File: config.mk
export PLATFORM = sky130hd
export DESIGN_NAME = isfl_status_flags
export DESIGN_NICKNAME = d
export VERILOG_FILES = /design/src/hdl/isfl_pkg.sv /design/src/hdl/isfl_byte_rx.sv /design/src/hdl/isfl_status_flags.sv
export SDC_FILE = /design/constraint.sdc
export NUM_CORES = 1
export LEC_CHECK = 0
export BUFFER_PORTS_ARGS = -buffer_cell sky130_fd_sc_hd__buf_4
export CAP_MARGIN = 20
export CORE_UTILIZATION = 47
export CTS_CLUSTER_DIAMETER = 150
export DETAILED_ROUTE_END_ITERATION = 7
export PLACE_DENSITY = 0.79
export SLEW_MARGIN = 20
export SYNTH_ARGS = -nofsm -noshare
export SYNTH_HDL_FRONTEND = slang
export SYNTH_SLANG_ARGS = --single-unit
File: constraint.sdc
create_clock -name CLK_SYS -period 2.45 [get_ports CLK_SYS]
set_input_delay 0.3675 -clock CLK_SYS [delete_from_list [all_inputs] [get_ports CLK_SYS]]
set_output_delay 0.3675 -clock CLK_SYS [all_outputs]
set_load 0.03 [all_outputs]
File: src/hdl/isfl_pkg.sv
// Constants and state types for the serial bus status flag block.
// Assumes a 32-bit APB register port and byte-wide bus traffic.
package isfl_pkg;

    // Register byte addresses.
    localparam int                 ISFL_AW          = 12;
    localparam logic [ISFL_AW-1:0] ISFL_OFF_STATUS  = 12'h000;
    localparam logic [ISFL_AW-1:0] ISFL_OFF_TXBUF   = 12'h004;
    localparam logic [ISFL_AW-1:0] ISFL_OFF_RXBUF   = 12'h008;
    localparam logic [ISFL_AW-1:0] ISFL_OFF_OWNADR  = 12'h00C;
    localparam logic [ISFL_AW-1:0] ISFL_OFF_INTSTAT = 12'h010;
    localparam logic [ISFL_AW-1:0] ISFL_OFF_INTMASK = 12'h014;

    // Bit positions in serial_bus_status.
    localparam int ISFL_ST_TEN_BIT_ADDR_MATCHED = 8;
    localparam int ISFL_ST_WCOL  = 7;
    localparam int ISFL_ST_OV    = 6;
    localparam int ISFL_ST_DA    = 5;
    localparam int ISFL_ST_BUSY  = 2;
    localparam int ISFL_ST_RBF   = 1;

    // Bit positions in the interrupt status and mask registers.
    localparam int ISFL_IRQ_N    = 4;
    localparam int ISFL_IRQ_WCOL = 0;
    localparam int ISFL_IRQ_OV   = 1;
    localparam int ISFL_IRQ_RX   = 2;
    localparam int ISFL_IRQ_STOP = 3;

    // Ten-bit address header is 11110 followed by two high address bits.
    localparam logic [4:0] ISFL_HDR_PATTERN = 5'h1E;

    // Level of a released bus line, held up by the pull-ups; the pin stages reset to it.
    localparam logic ISFL_LINE_IDLE = 1'b1;

    // Byte position after a Start condition.
    localparam logic [1:0] ISFL_IDX_FIRST  = 2'h0;
    localparam logic [1:0] ISFL_IDX_SECOND = 2'h1;
    localparam logic [1:0] ISFL_IDX_DATA   = 2'h2;

    // Eight data clocks, then one acknowledge clock per byte.
    localparam logic [3:0] ISFL_LAST_BIT = 4'h7;
    localparam logic [3:0] ISFL_ACK_BIT  = 4'h8;

    // Byte receiver state.
    typedef struct packed {
        logic [3:0] bit_cnt;
        logic [7:0] shift;
        logic [7:0] data;
        logic       done;
    } isfl_rx_state_t;

    // Main block state.
    typedef struct packed {
        logic                  scl_meta;
        logic                  scl_sync;
        logic                  scl_prev;
        logic                  sda_meta;
        logic                  sda_sync;
        logic                  sda_prev;
        logic                  busy;
        logic                  hdr_match;
        logic [1:0]            byte_idx;
        logic                  ten_bit_addr_matched;
        logic                  wcol;
        logic                  ov;
        logic                  d_a;
        logic                  rbf;
        logic [7:0]            rx_data;
        logic [7:0]            tx_data;
        logic [9:0]            own_addr;
        logic [ISFL_IRQ_N-1:0] int_stat;
        logic [ISFL_IRQ_N-1:0] int_mask;
        logic [31:0]           prdata;
    } isfl_state_t;

endpackage

File: src/hdl/isfl_byte_rx.sv
// Byte receiver that shifts serial data on clock rising edges.
// Assumes synchronised, edge-detected bus inputs from the same clock domain.
`timescale 1ns/100ps
module isfl_byte_rx (
    // Clock and reset.
    input  wire logic       clk,
    input  wire logic       rst,
    // Bus events, already synchronised.
    input  wire logic       frame_restart,
    input  wire logic       scl_rise,
    input  wire logic       sda_bit,
    // Received byte.
    output logic            byte_done,
    output logic [7:0]      byte_data
);

    isfl_pkg::isfl_rx_state_t st_reg;
    isfl_pkg::isfl_rx_state_t st_next;

    // Count eight data clocks, skip the acknowledge clock, restart on Start or Stop.
    always_comb begin
        st_next      = st_reg;
        st_next.done = 1'b0;
        if (frame_restart) begin
            st_next.bit_cnt = '0;
        end else if (scl_rise) begin
            if (st_reg.bit_cnt == isfl_pkg::ISFL_ACK_BIT) begin
                st_next.bit_cnt = '0;
            end else begin
                st_next.shift   = {st_reg.shift[6:0], sda_bit};
                st_next.bit_cnt = st_reg.bit_cnt + 4'h1;
                if (st_reg.bit_cnt == isfl_pkg::ISFL_LAST_BIT) begin
                    st_next.data = {st_reg.shift[6:0], sda_bit};
                    st_next.done = 1'b1;
                end
            end
        end
    end

    // State register.
    always_ff @(posedge clk or posedge rst) begin
        if (rst) begin
            st_reg <= '0;
        end else begin
            st_reg <= st_next;
        end
    end

    assign byte_done = st_reg.done;
    assign byte_data = st_reg.data;

endmodule

File: src/hdl/isfl_status_flags.sv
// Status flag logic of a two-wire serial bus controller with an APB register port.
// Assumes SCL and SDA arrive asynchronously; APB runs on CLK_SYS at 100 MHz.
`timescale 1ns/100ps

// Behaviour
// RL1: Ten-bit match sets flag; Stop clears it.
// RL2: Transmit write while busy sets collision flag.
// RL3: Collision flag stays until software clears.
// RL4: Byte arriving with full buffer flags overflow.
// RL5: Overflow set on transfer attempt, software clears.
// RL6: Slave data/address indicator tracks last byte.
// RL7: Reset clears every status flag.
module isfl_status_flags (
    // Clock and reset.
    input  wire logic        CLK_SYS,
    input  wire logic        RST,
    // APB slave.
    input  wire logic        PSEL,
    input  wire logic        PENABLE,
    input  wire logic        PWRITE,
    input  wire logic [11:0] PADDR,
    input  wire logic [31:0] PWDATA,
    output logic [31:0]      PRDATA,
    output logic             PREADY,
    output logic             PSLVERR,
    // Serial bus pins, observed only.
    input  wire logic        SCL_IN,
    input  wire logic        SDA_IN,
    // Interrupt.
    output logic             IRQ
);

    isfl_pkg::isfl_state_t st_reg;
    isfl_pkg::isfl_state_t st_next;

    logic       scl_rise;
    logic       start_det;
    logic       stop_det;
    logic       rx_done;
    logic [7:0] rx_byte;
    logic       setup_ph;
    logic       wr_acc;
    logic       rd_acc;
    logic       mapped;
    logic       wr_status;
    logic       wr_txbuf;
    logic       rd_rxbuf;
    logic       wcol_clr;
    logic       ov_clr;
    logic       wcol_set;
    logic       ov_set;
    logic       ten_bit_addr_matched_set;
    logic       hdr_now;
    logic [15:0] status_word;
    logic [isfl_pkg::ISFL_IRQ_N-1:0] events;

    // Bus conditions seen on the synchronised pins.
    assign scl_rise  = st_reg.scl_sync & ~st_reg.scl_prev;
    assign start_det = st_reg.scl_sync & st_reg.scl_prev & st_reg.sda_prev & ~st_reg.sda_sync;
    assign stop_det  = st_reg.scl_sync & st_reg.scl_prev & ~st_reg.sda_prev & st_reg.sda_sync;

    // Byte assembly lives in its own module.
    isfl_byte_rx u_rx (
        .clk           (CLK_SYS),
        .rst           (RST),
        .frame_restart (start_det | stop_det),
        .scl_rise      (scl_rise),
        .sda_bit       (st_reg.sda_sync),
        .byte_done     (rx_done),
        .byte_data     (rx_byte)
    );

    // APB decode; the slave never inserts wait states.
    assign setup_ph  = PSEL & ~PENABLE;
    assign wr_acc    = PSEL & PENABLE & PWRITE;
    assign rd_acc    = PSEL & PENABLE & ~PWRITE;
    assign wr_status = wr_acc & (PADDR == isfl_pkg::ISFL_OFF_STATUS);
    assign wr_txbuf  = wr_acc & (PADDR == isfl_pkg::ISFL_OFF_TXBUF);
    assign rd_rxbuf  = rd_acc & (PADDR == isfl_pkg::ISFL_OFF_RXBUF);
    assign wcol_clr  = wr_status & PWDATA[isfl_pkg::ISFL_ST_WCOL];
    assign ov_clr    = wr_status & PWDATA[isfl_pkg::ISFL_ST_OV];

    always_comb begin
        case (PADDR)
            isfl_pkg::ISFL_OFF_STATUS,
            isfl_pkg::ISFL_OFF_TXBUF,
            isfl_pkg::ISFL_OFF_RXBUF,
            isfl_pkg::ISFL_OFF_OWNADR,
            isfl_pkg::ISFL_OFF_INTSTAT,
            isfl_pkg::ISFL_OFF_INTMASK: mapped = 1'b1;
            default:                    mapped = 1'b0;
        endcase
    end

    // Zero wait states: every access takes two cycles, which a slave this small can afford.
    assign PREADY  = 1'b1;
    assign PSLVERR = PSEL & PENABLE & ~mapped;
    assign PRDATA  = st_reg.prdata;

    // The direction bit of the header byte takes no part in the match.
    // RL1: header match test
    assign hdr_now = (rx_byte[7:3] == isfl_pkg::ISFL_HDR_PATTERN) && (rx_byte[2:1] == st_reg.own_addr[9:8]);
    // RL1: second byte match
    assign ten_bit_addr_matched_set = rx_done && (st_reg.byte_idx == isfl_pkg::ISFL_IDX_SECOND) && st_reg.hdr_match
                       && (rx_byte == st_reg.own_addr[7:0]);
    // RL2: busy write detect
    assign wcol_set = wr_txbuf & st_reg.busy;
    // RL4: full buffer detect
    assign ov_set = rx_done & st_reg.rbf;

    // Status word as software sees it.
    always_comb begin
        status_word                          = '0;
        status_word[isfl_pkg::ISFL_ST_TEN_BIT_ADDR_MATCHED] = st_reg.ten_bit_addr_matched;
        status_word[isfl_pkg::ISFL_ST_WCOL]  = st_reg.wcol;
        status_word[isfl_pkg::ISFL_ST_OV]    = st_reg.ov;
        status_word[isfl_pkg::ISFL_ST_DA]    = st_reg.d_a;
        status_word[isfl_pkg::ISFL_ST_BUSY]  = st_reg.busy;
        status_word[isfl_pkg::ISFL_ST_RBF]   = st_reg.rbf;
    end

    // Interrupt sources, one pulse per event.
    always_comb begin
        events                          = '0;
        events[isfl_pkg::ISFL_IRQ_WCOL] = wcol_set;
        events[isfl_pkg::ISFL_IRQ_OV]   = ov_set;
        events[isfl_pkg::ISFL_IRQ_RX]   = rx_done;
        events[isfl_pkg::ISFL_IRQ_STOP] = stop_det;
    end

    // Next state; every flag lets a set in the same cycle win over a software clear.
    always_comb begin
        st_next          = st_reg;
        // Two flip-flops before any logic looks at the pins, then one for edges.
        st_next.scl_meta = SCL_IN;
        st_next.scl_sync = st_reg.scl_meta;
        st_next.scl_prev = st_reg.scl_sync;
        st_next.sda_meta = SDA_IN;
        st_next.sda_sync = st_reg.sda_meta;
        st_next.sda_prev = st_reg.sda_sync;

        // Bus busy between Start and Stop.
        if (start_det) begin
            st_next.busy     = 1'b1;
            st_next.byte_idx = isfl_pkg::ISFL_IDX_FIRST;
        end else if (stop_det) begin
            st_next.busy = 1'b0;
        end

        // RL1: clear at Stop
        if (stop_det) begin
            st_next.ten_bit_addr_matched = 1'b0;
        end else if (ten_bit_addr_matched_set) begin
            st_next.ten_bit_addr_matched = 1'b1;
        end

        // A seven-bit address frame turns to data from its second byte on.
        // RL6: address or data byte
        if (rx_done) begin
            if (st_reg.byte_idx == isfl_pkg::ISFL_IDX_FIRST) begin
                st_next.d_a       = 1'b0;
                st_next.hdr_match = hdr_now;
                st_next.byte_idx  = isfl_pkg::ISFL_IDX_SECOND;
            end else if (st_reg.byte_idx == isfl_pkg::ISFL_IDX_SECOND && st_reg.hdr_match) begin
                st_next.d_a      = 1'b0;
                st_next.byte_idx = isfl_pkg::ISFL_IDX_DATA;
            end else begin
                st_next.d_a      = 1'b1;
                st_next.byte_idx = isfl_pkg::ISFL_IDX_DATA;
            end
        end

        // RL5: overflow on transfer attempt
        if (ov_set) begin
            st_next.ov = 1'b1;
        end else if (ov_clr) begin
            st_next.ov = 1'b0;
        end

        // The buffer keeps the unread byte when the new one overflows.
        // Software must read it before the next byte completes, or that byte is lost.
        if (rx_done && !st_reg.rbf) begin
            st_next.rx_data = rx_byte;
            st_next.rbf     = 1'b1;
        end else if (rd_rxbuf) begin
            st_next.rbf = 1'b0;
        end

        // RL3: only software clears
        if (wcol_set) begin
            st_next.wcol = 1'b1;
        end else if (wcol_clr) begin
            st_next.wcol = 1'b0;
        end

        // A colliding transmit write is dropped so the byte in flight stays intact.
        if (wr_txbuf && !st_reg.busy) begin
            st_next.tx_data = PWDATA[7:0];
        end
        if (wr_acc && PADDR == isfl_pkg::ISFL_OFF_OWNADR) begin
            st_next.own_addr = PWDATA[9:0];
        end
        if (wr_acc && PADDR == isfl_pkg::ISFL_OFF_INTMASK) begin
            st_next.int_mask = PWDATA[isfl_pkg::ISFL_IRQ_N-1:0];
        end
        // A new event beats a write-one-to-clear of the same bit.
        if (wr_acc && PADDR == isfl_pkg::ISFL_OFF_INTSTAT) begin
            st_next.int_stat = (st_reg.int_stat & ~PWDATA[isfl_pkg::ISFL_IRQ_N-1:0]) | events;
        end else begin
            st_next.int_stat = st_reg.int_stat | events;
        end

        // Read data is latched in the setup phase and held through the access phase.
        if (setup_ph && !PWRITE) begin
            case (PADDR)
                isfl_pkg::ISFL_OFF_STATUS:  st_next.prdata = {16'h0000, status_word};
                isfl_pkg::ISFL_OFF_TXBUF:   st_next.prdata = {24'h000000, st_reg.tx_data};
                isfl_pkg::ISFL_OFF_RXBUF:   st_next.prdata = {24'h000000, st_reg.rx_data};
                isfl_pkg::ISFL_OFF_OWNADR:  st_next.prdata = {22'h0, st_reg.own_addr};
                isfl_pkg::ISFL_OFF_INTSTAT: st_next.prdata = {28'h0000000, st_reg.int_stat};
                isfl_pkg::ISFL_OFF_INTMASK: st_next.prdata = {28'h0000000, st_reg.int_mask};
                default:                    st_next.prdata = '0;
            endcase
        end
    end

    // Pin stages reset to the idle line level; a low reset value would show a
    // false clock edge just after reset and count a bit outside any frame.
    // RL7: reset clears flags
    always_ff @(posedge CLK_SYS or posedge RST) begin
        if (RST) begin
            st_reg          <= '0;
            st_reg.scl_meta <= isfl_pkg::ISFL_LINE_IDLE;
            st_reg.scl_sync <= isfl_pkg::ISFL_LINE_IDLE;
            st_reg.scl_prev <= isfl_pkg::ISFL_LINE_IDLE;
            st_reg.sda_meta <= isfl_pkg::ISFL_LINE_IDLE;
            st_reg.sda_sync <= isfl_pkg::ISFL_LINE_IDLE;
            st_reg.sda_prev <= isfl_pkg::ISFL_LINE_IDLE;
        end else begin
            st_reg <= st_next;
        end
    end

    // Level interrupt while any unmasked event bit is set.
    assign IRQ = |(st_reg.int_stat & st_reg.int_mask);
endmodule

Word-level counts from Yosys, hierarchy flattened
Cells that the tools add are included.
Operators by class
  equality and inequality tests: 11
  bitwise logic cells: 32
  reduce and logical (&&, ||, !) cells: 28
  muxes and demuxes: 24
  $add $sub $neg: 1
Operators by type and width (number)
  case mux 10 bit (6 select lines): 1
  == test 12 x 4 -> 1 bit, second input constant: 2
  == test 12 x 5 -> 1 bit, second input constant: 2
  2-to-1 mux 21 bit: 1
  bitwise AND 1 bit: 18
  2-to-1 mux 17 bit: 1
  2-to-1 mux 1 bit: 14
  nonzero test 2 bit: 7
  == test 12 x 3 -> 1 bit, second input constant: 1
  zero test 12 bit: 1
  2-to-1 mux 4 bit: 3
  logical AND 1 bit: 11
  2-to-1 mux 9 bit: 1
  bitwise AND 4 bit: 2
  == test 8 bit: 1
  NOT 1 bit: 8
  OR 4 bit: 2
  2-to-1 mux 2 bit: 3
  OR reduction 6 bit: 1
  == test 5 bit, second input constant: 1
  adder 4 x 1 -> 4 bit, second input constant: 1
  == test 4 x 3 -> 1 bit, second input constant: 1
  == test 4 bit, second input constant: 1
  NOT 4 bit: 1
  9 further kinds: 11
Storage, ports and cells
  output and inout bits: 35
  bits in registers: 102
  word-level logic and storage cells: 120

Longest topological paths before layout
  depth in word-level cells: 6
  gate-level depth with buffers: 7

Modules after synthesis
Synthesis repeated with hierarchy kept, for this count alone.
Unflattened totals
  cells, all modules: 323
  area, all modules: 3927.5 um^2
By module, submodules not included
  isfl_status_flags: cells an instance 256, seq. area each 1483.9 um^2, area an instance 3032.9 um^2, instances 1
  isfl_byte_rx: cells an instance 67, seq. area each 500.5 um^2, area an instance 894.6 um^2, instances 1

Least setup slack after synthesis
Ideal clock, no wire load.
  path kind: input-to-reg
  from: input port PADDR[11]
  to: register st_reg[40] in the netlist's numbering
  buffers on the path: 1
  stages: 5
  arrival time: 2.131 ns
  setup time: 0.125 ns
  path slack: 0.194 ns
  path through: or4_4 -> buf_6 -> or4b_4 -> nor2_8 -> mux2_4
On the way
  longest elaborated chain between the ends: 2
RTL lines
  start: declaration: RTL line isfl_status_flags.sv:21  | input wire logic [11:0] PADDR,
  == test 12 x 4 -> 1 bit: RTL line isfl_status_flags.sv:200  | if (wr_acc && PADDR == isfl_pkg::ISFL_OFF_OWNADR) begin
  logical AND 1 bit: RTL line isfl_status_flags.sv:200
  end signal: assignment: RTL line isfl_status_flags.sv:240  | st_reg <= st_next;
  end: declaration: RTL line isfl_status_flags.sv:33  | isfl_pkg::isfl_state_t st_reg;
Every way passes these cells.
A chain may end at the register's enable or synchronous reset.

Worst setup path in the final report
  from: input port PADDR[11]
  to: output port PSLVERR
On the way
  longest elaborated chain between the ends: 5
  elaborated cells between the ends (all ways): 10
  classes of those cells: 5 x eq/ne; 1 x mux; 2 x bitwise; 2 x reduce/logical
RTL lines
  == test 12 x 3 -> 1 bit (tied with other cells): RTL line isfl_status_flags.sv:84  | case (PADDR)
  OR reduction 6 bit *: RTL line isfl_status_flags.sv:84
  2-to-1 mux 1 bit *: RTL line isfl_status_flags.sv:84
  NOT 1 bit *: RTL line isfl_status_flags.sv:97  | assign PSLVERR = PSEL & PENABLE & ~mapped;
  bitwise AND 1 bit *: RTL line isfl_status_flags.sv:97
  end: declaration: RTL line isfl_status_flags.sv:25  | output logic PSLVERR,
Every way passes the cells marked *; elsewhere a longest branch is shown, timed or not.

==> results.txt <==
----------------------------------------------------
[Clock tree]
  CTS root buf ... clkbuf_8
  Clock Latency Late Sink ... 350 ps
  Clock buffers created by TritonCTS ... 9
  Number of buffers added to fix hold violations after cts ... 0
  Clock edge transition at the registers on the reported setup and hold paths ... 80 ps
  # Post-CTS Setup Buffers ... 0
  Maximum clock path buffer count ... 2
  TritonCTS clock tree ... built
  Clk sinks ... 79
  CTS resizes ... 0
  Number of H-tree levels ... 3

[Placement]
  Port buffer count ... 40
  Final weighted congestion in routability-driven placement ... 0.855
  Final HPWL DP ... 5.70 mm

[STA]
  Setup TNS Final ... 0 ps
  Fmax ... 485 MHz
  Final critical-path share of the clock period ... 84.1%
  Number of pins with negative max-slew slack in the final report ... 0
  Tightest Pin Transition ... 562 ps
  Max transition margin ... 62.0%
  Hold Vio Cnt, Final ... 0
  Setup Viol. Count Final ... 0
  RSZ-0062 raised after global routing ... false
  Worst-case clock skew ... 13.1 ps
  Final period demand of the worst path ... 2060 ps

[Power]
  Switching Fraction ... 25.5%
  Post-route total power ... 2.86 mW
  Highest ir drop seen on vdd ... 472 uV
  Share of power burned in combinational logic ... 10.3%
  Cell-internal power ... 2.13 mW
  Reported net switching power ... 728 uW
  Pwr Density ... 637 nW/um^2
  Leak Pwr ... 2.25 nW
  Clock power frac ... 38.2%
  Sequential share of power ... 51.5%

[Die]
  Die footprint ... 8750 um^2
  Vertical die dimension ... 93.6 um
  Std cell rows ... 33
  I/O pin count ... 86
  Starting utilization of the core area ... 48.2%
  Core Area ... 8180 um^2
  Horizontal die dimension ... 93.6 um

[Logic synthesis]
  Flip-flop cell with the highest count after synthesis ... dfrtp_1
  Yosys warnings ... 0
  Cells after synthesis ... 329
  Unique cell type count in the Yosys netlist ... 58
  Mean instance size in the synthesized netlist ... 12.0 um^2
  Post-synthesis register bit count ... 79
  Share of synthesized registers carrying an async set or reset ... 100%
  Number of enable flip-flop cells after synthesis ... 0
  Mapped cell area ... 3940 um^2
  Register area share after synthesis ... 50.4%

[Routing]
  Total length of routed wires ... 7.80 mm
  Number of antenna-violating nets in the routed design ... 0
  Vias per std cell ... 5.37
  Number of vias in the routed layout ... 2,567
  Routed wire length per instance ... 16.3 um
  Number of search-and-repair iterations in the first detailed-routing pass ... 4
  Number of design rule violations left after detail routing ... 0
  Initial DRC count ... 66

[Layout]
  Sequential Area ... 1980 um^2
  Area Growth Syn to Fin ... 13.9%
  Antenna cells ... 0
  Largest register FFs ... 45
  Filler cell count in the final layout ... 692
  Top library cells by usage in the layout, fill and taps aside ... 73 x dfrtp_1, 52 x buf_4, 34 x mux2_1
  Area of the multi-input gates ... 1700 um^2
  Proportion of layout cells with a drive suffix above 1 ... 26.3%
  Number of nets at the end of the flow ... 421
  Most common cell after layout, fill and taps aside ... dfrtp_1

[Flow run]
  Count of maximum capacitance violations ... 0

[Global route]
  GRT Residual Overflow ... 0
  All-layer global routing usage ... 19.1%
  Global-route wire length before repair ... 12.6 mm
  Largest net degree at the start of global routing ... 30
  Antenna violations before repair ... 0
  Via count of the first global-routing pass ... 2,509

[Worst setup path]
  Kind of start point of the critical path ... input pin
  Critical path class ... in2out
  Crit path capture type ... primary output
  Maximum fanout encountered on the critical timing path ... 3
  Arr. time, crit path ... 1690 ps
  Required time of the critical path ... 2080 ps

[Worst hold path]
  Type of the worst min-delay path ... in2async

[Outcome]
  Run status ... finished, final reports clean

----------------------------------------------------
==> stage by stage <==
stage	cell area, um^2	util (%)	instances	hold slack, ps	worst slack [ps]
CTS	4490	54.9	478	36.1	386
global placement	4260	52.1	462	347	104
detailed placement	4260	52.1	462	347	94.5
global route	4490	54.9	478	62.4	319
floorplan	4020	-	350	345	69.0
finish	4490	54.9	478	27.8	390
==> logic make-up (layout without fill, tap and decap cells) <==
kind of cell | Yosys count | count (layout) | synth area share, %
compound gates | 51 | 51 | 8.54
buf+inv | 54 | 77 | 8.51
fa+ha+maj | 2 | 2 | 0.635
simple gates | 76 | 76 | 12.5
xor+xnor | 11 | 11 | 2.45
flops | 79 | 79 | 50.4
other cells | 2 | 23 | 0.191
mux | 54 | 54 | 16.8
==> synthesized netlist by cell type, drive strengths merged, types with 6 or more instances <==
cell type | number | area [um^2]
dfrtp | 73 | 1830
mux2 | 47 | 567
buf | 38 | 275
nand2 | 15 | 56.3
o21ai | 14 | 70.1
a21oi | 12 | 60.1
nor2 | 12 | 61.3
xor2 | 11 | 96.3
clkbuf | 8 | 30.0
inv | 8 | 30.0
nand3 | 8 | 45.0
dfstp | 6 | 158
==> final timing paths <==
check | to | cells after the start | startpoint | slack [ps]
max | PSLVERR | 6 | PADDR[11] | 390
min | st_reg[61] | 2 | RST | 30
max reg2reg | u_rx.byte_data[2] | 5 | st_next[78] | 750
min reg2reg | st_next[78] | 0 | st_next[79] | 360
max in group asynchronous | u_rx.byte_data[3] | 3 | RST | 1840
min in group CLK_SYS | st_next[76] | 1 | SDA_IN | 120
==> power by group through the flow <==
| stage | sequential (mW) | clock (mW) | combinational, mW |
|---|---|---|---|
| after CTS | 1.47 | 1.11 | 0.301 |
| after global placement | 1.49 | 0 | 0.286 |
| final | 1.47 | 1.09 | 0.295 |
| after detailed placement | 1.50 | 0 | 0.299 |
| after global routing | 1.48 | 1.16 | 0.327 |
| after floorplan | 1.47 | 0 | 0.239 |
==> cell type report <==
cell class              instances  share of cell area, %
clock buffers                  10                   3.07
clock inverters                 6                   2.09
inverters                       8                  0.669
multi-input cells             217                   37.9
flip-flops and latches         79                   44.2
well taps                     105                   2.93
repair buffers                 53                   9.15
==> worst max-delay path, cell delays in order <==
cell and delay, ps:
buf_4 110, or4_4 540, buf_4 170, nor3_4 230, a21oi_1 100, buf_4 180
==> layer usage <==
layer	routed length (um)	GRT usage (%)
met3	450	3.01
met2	3820	31.9
met1	3390	24.9
met4	143	7.82
met5	0	0
Power figures use the tool's default switching activity.
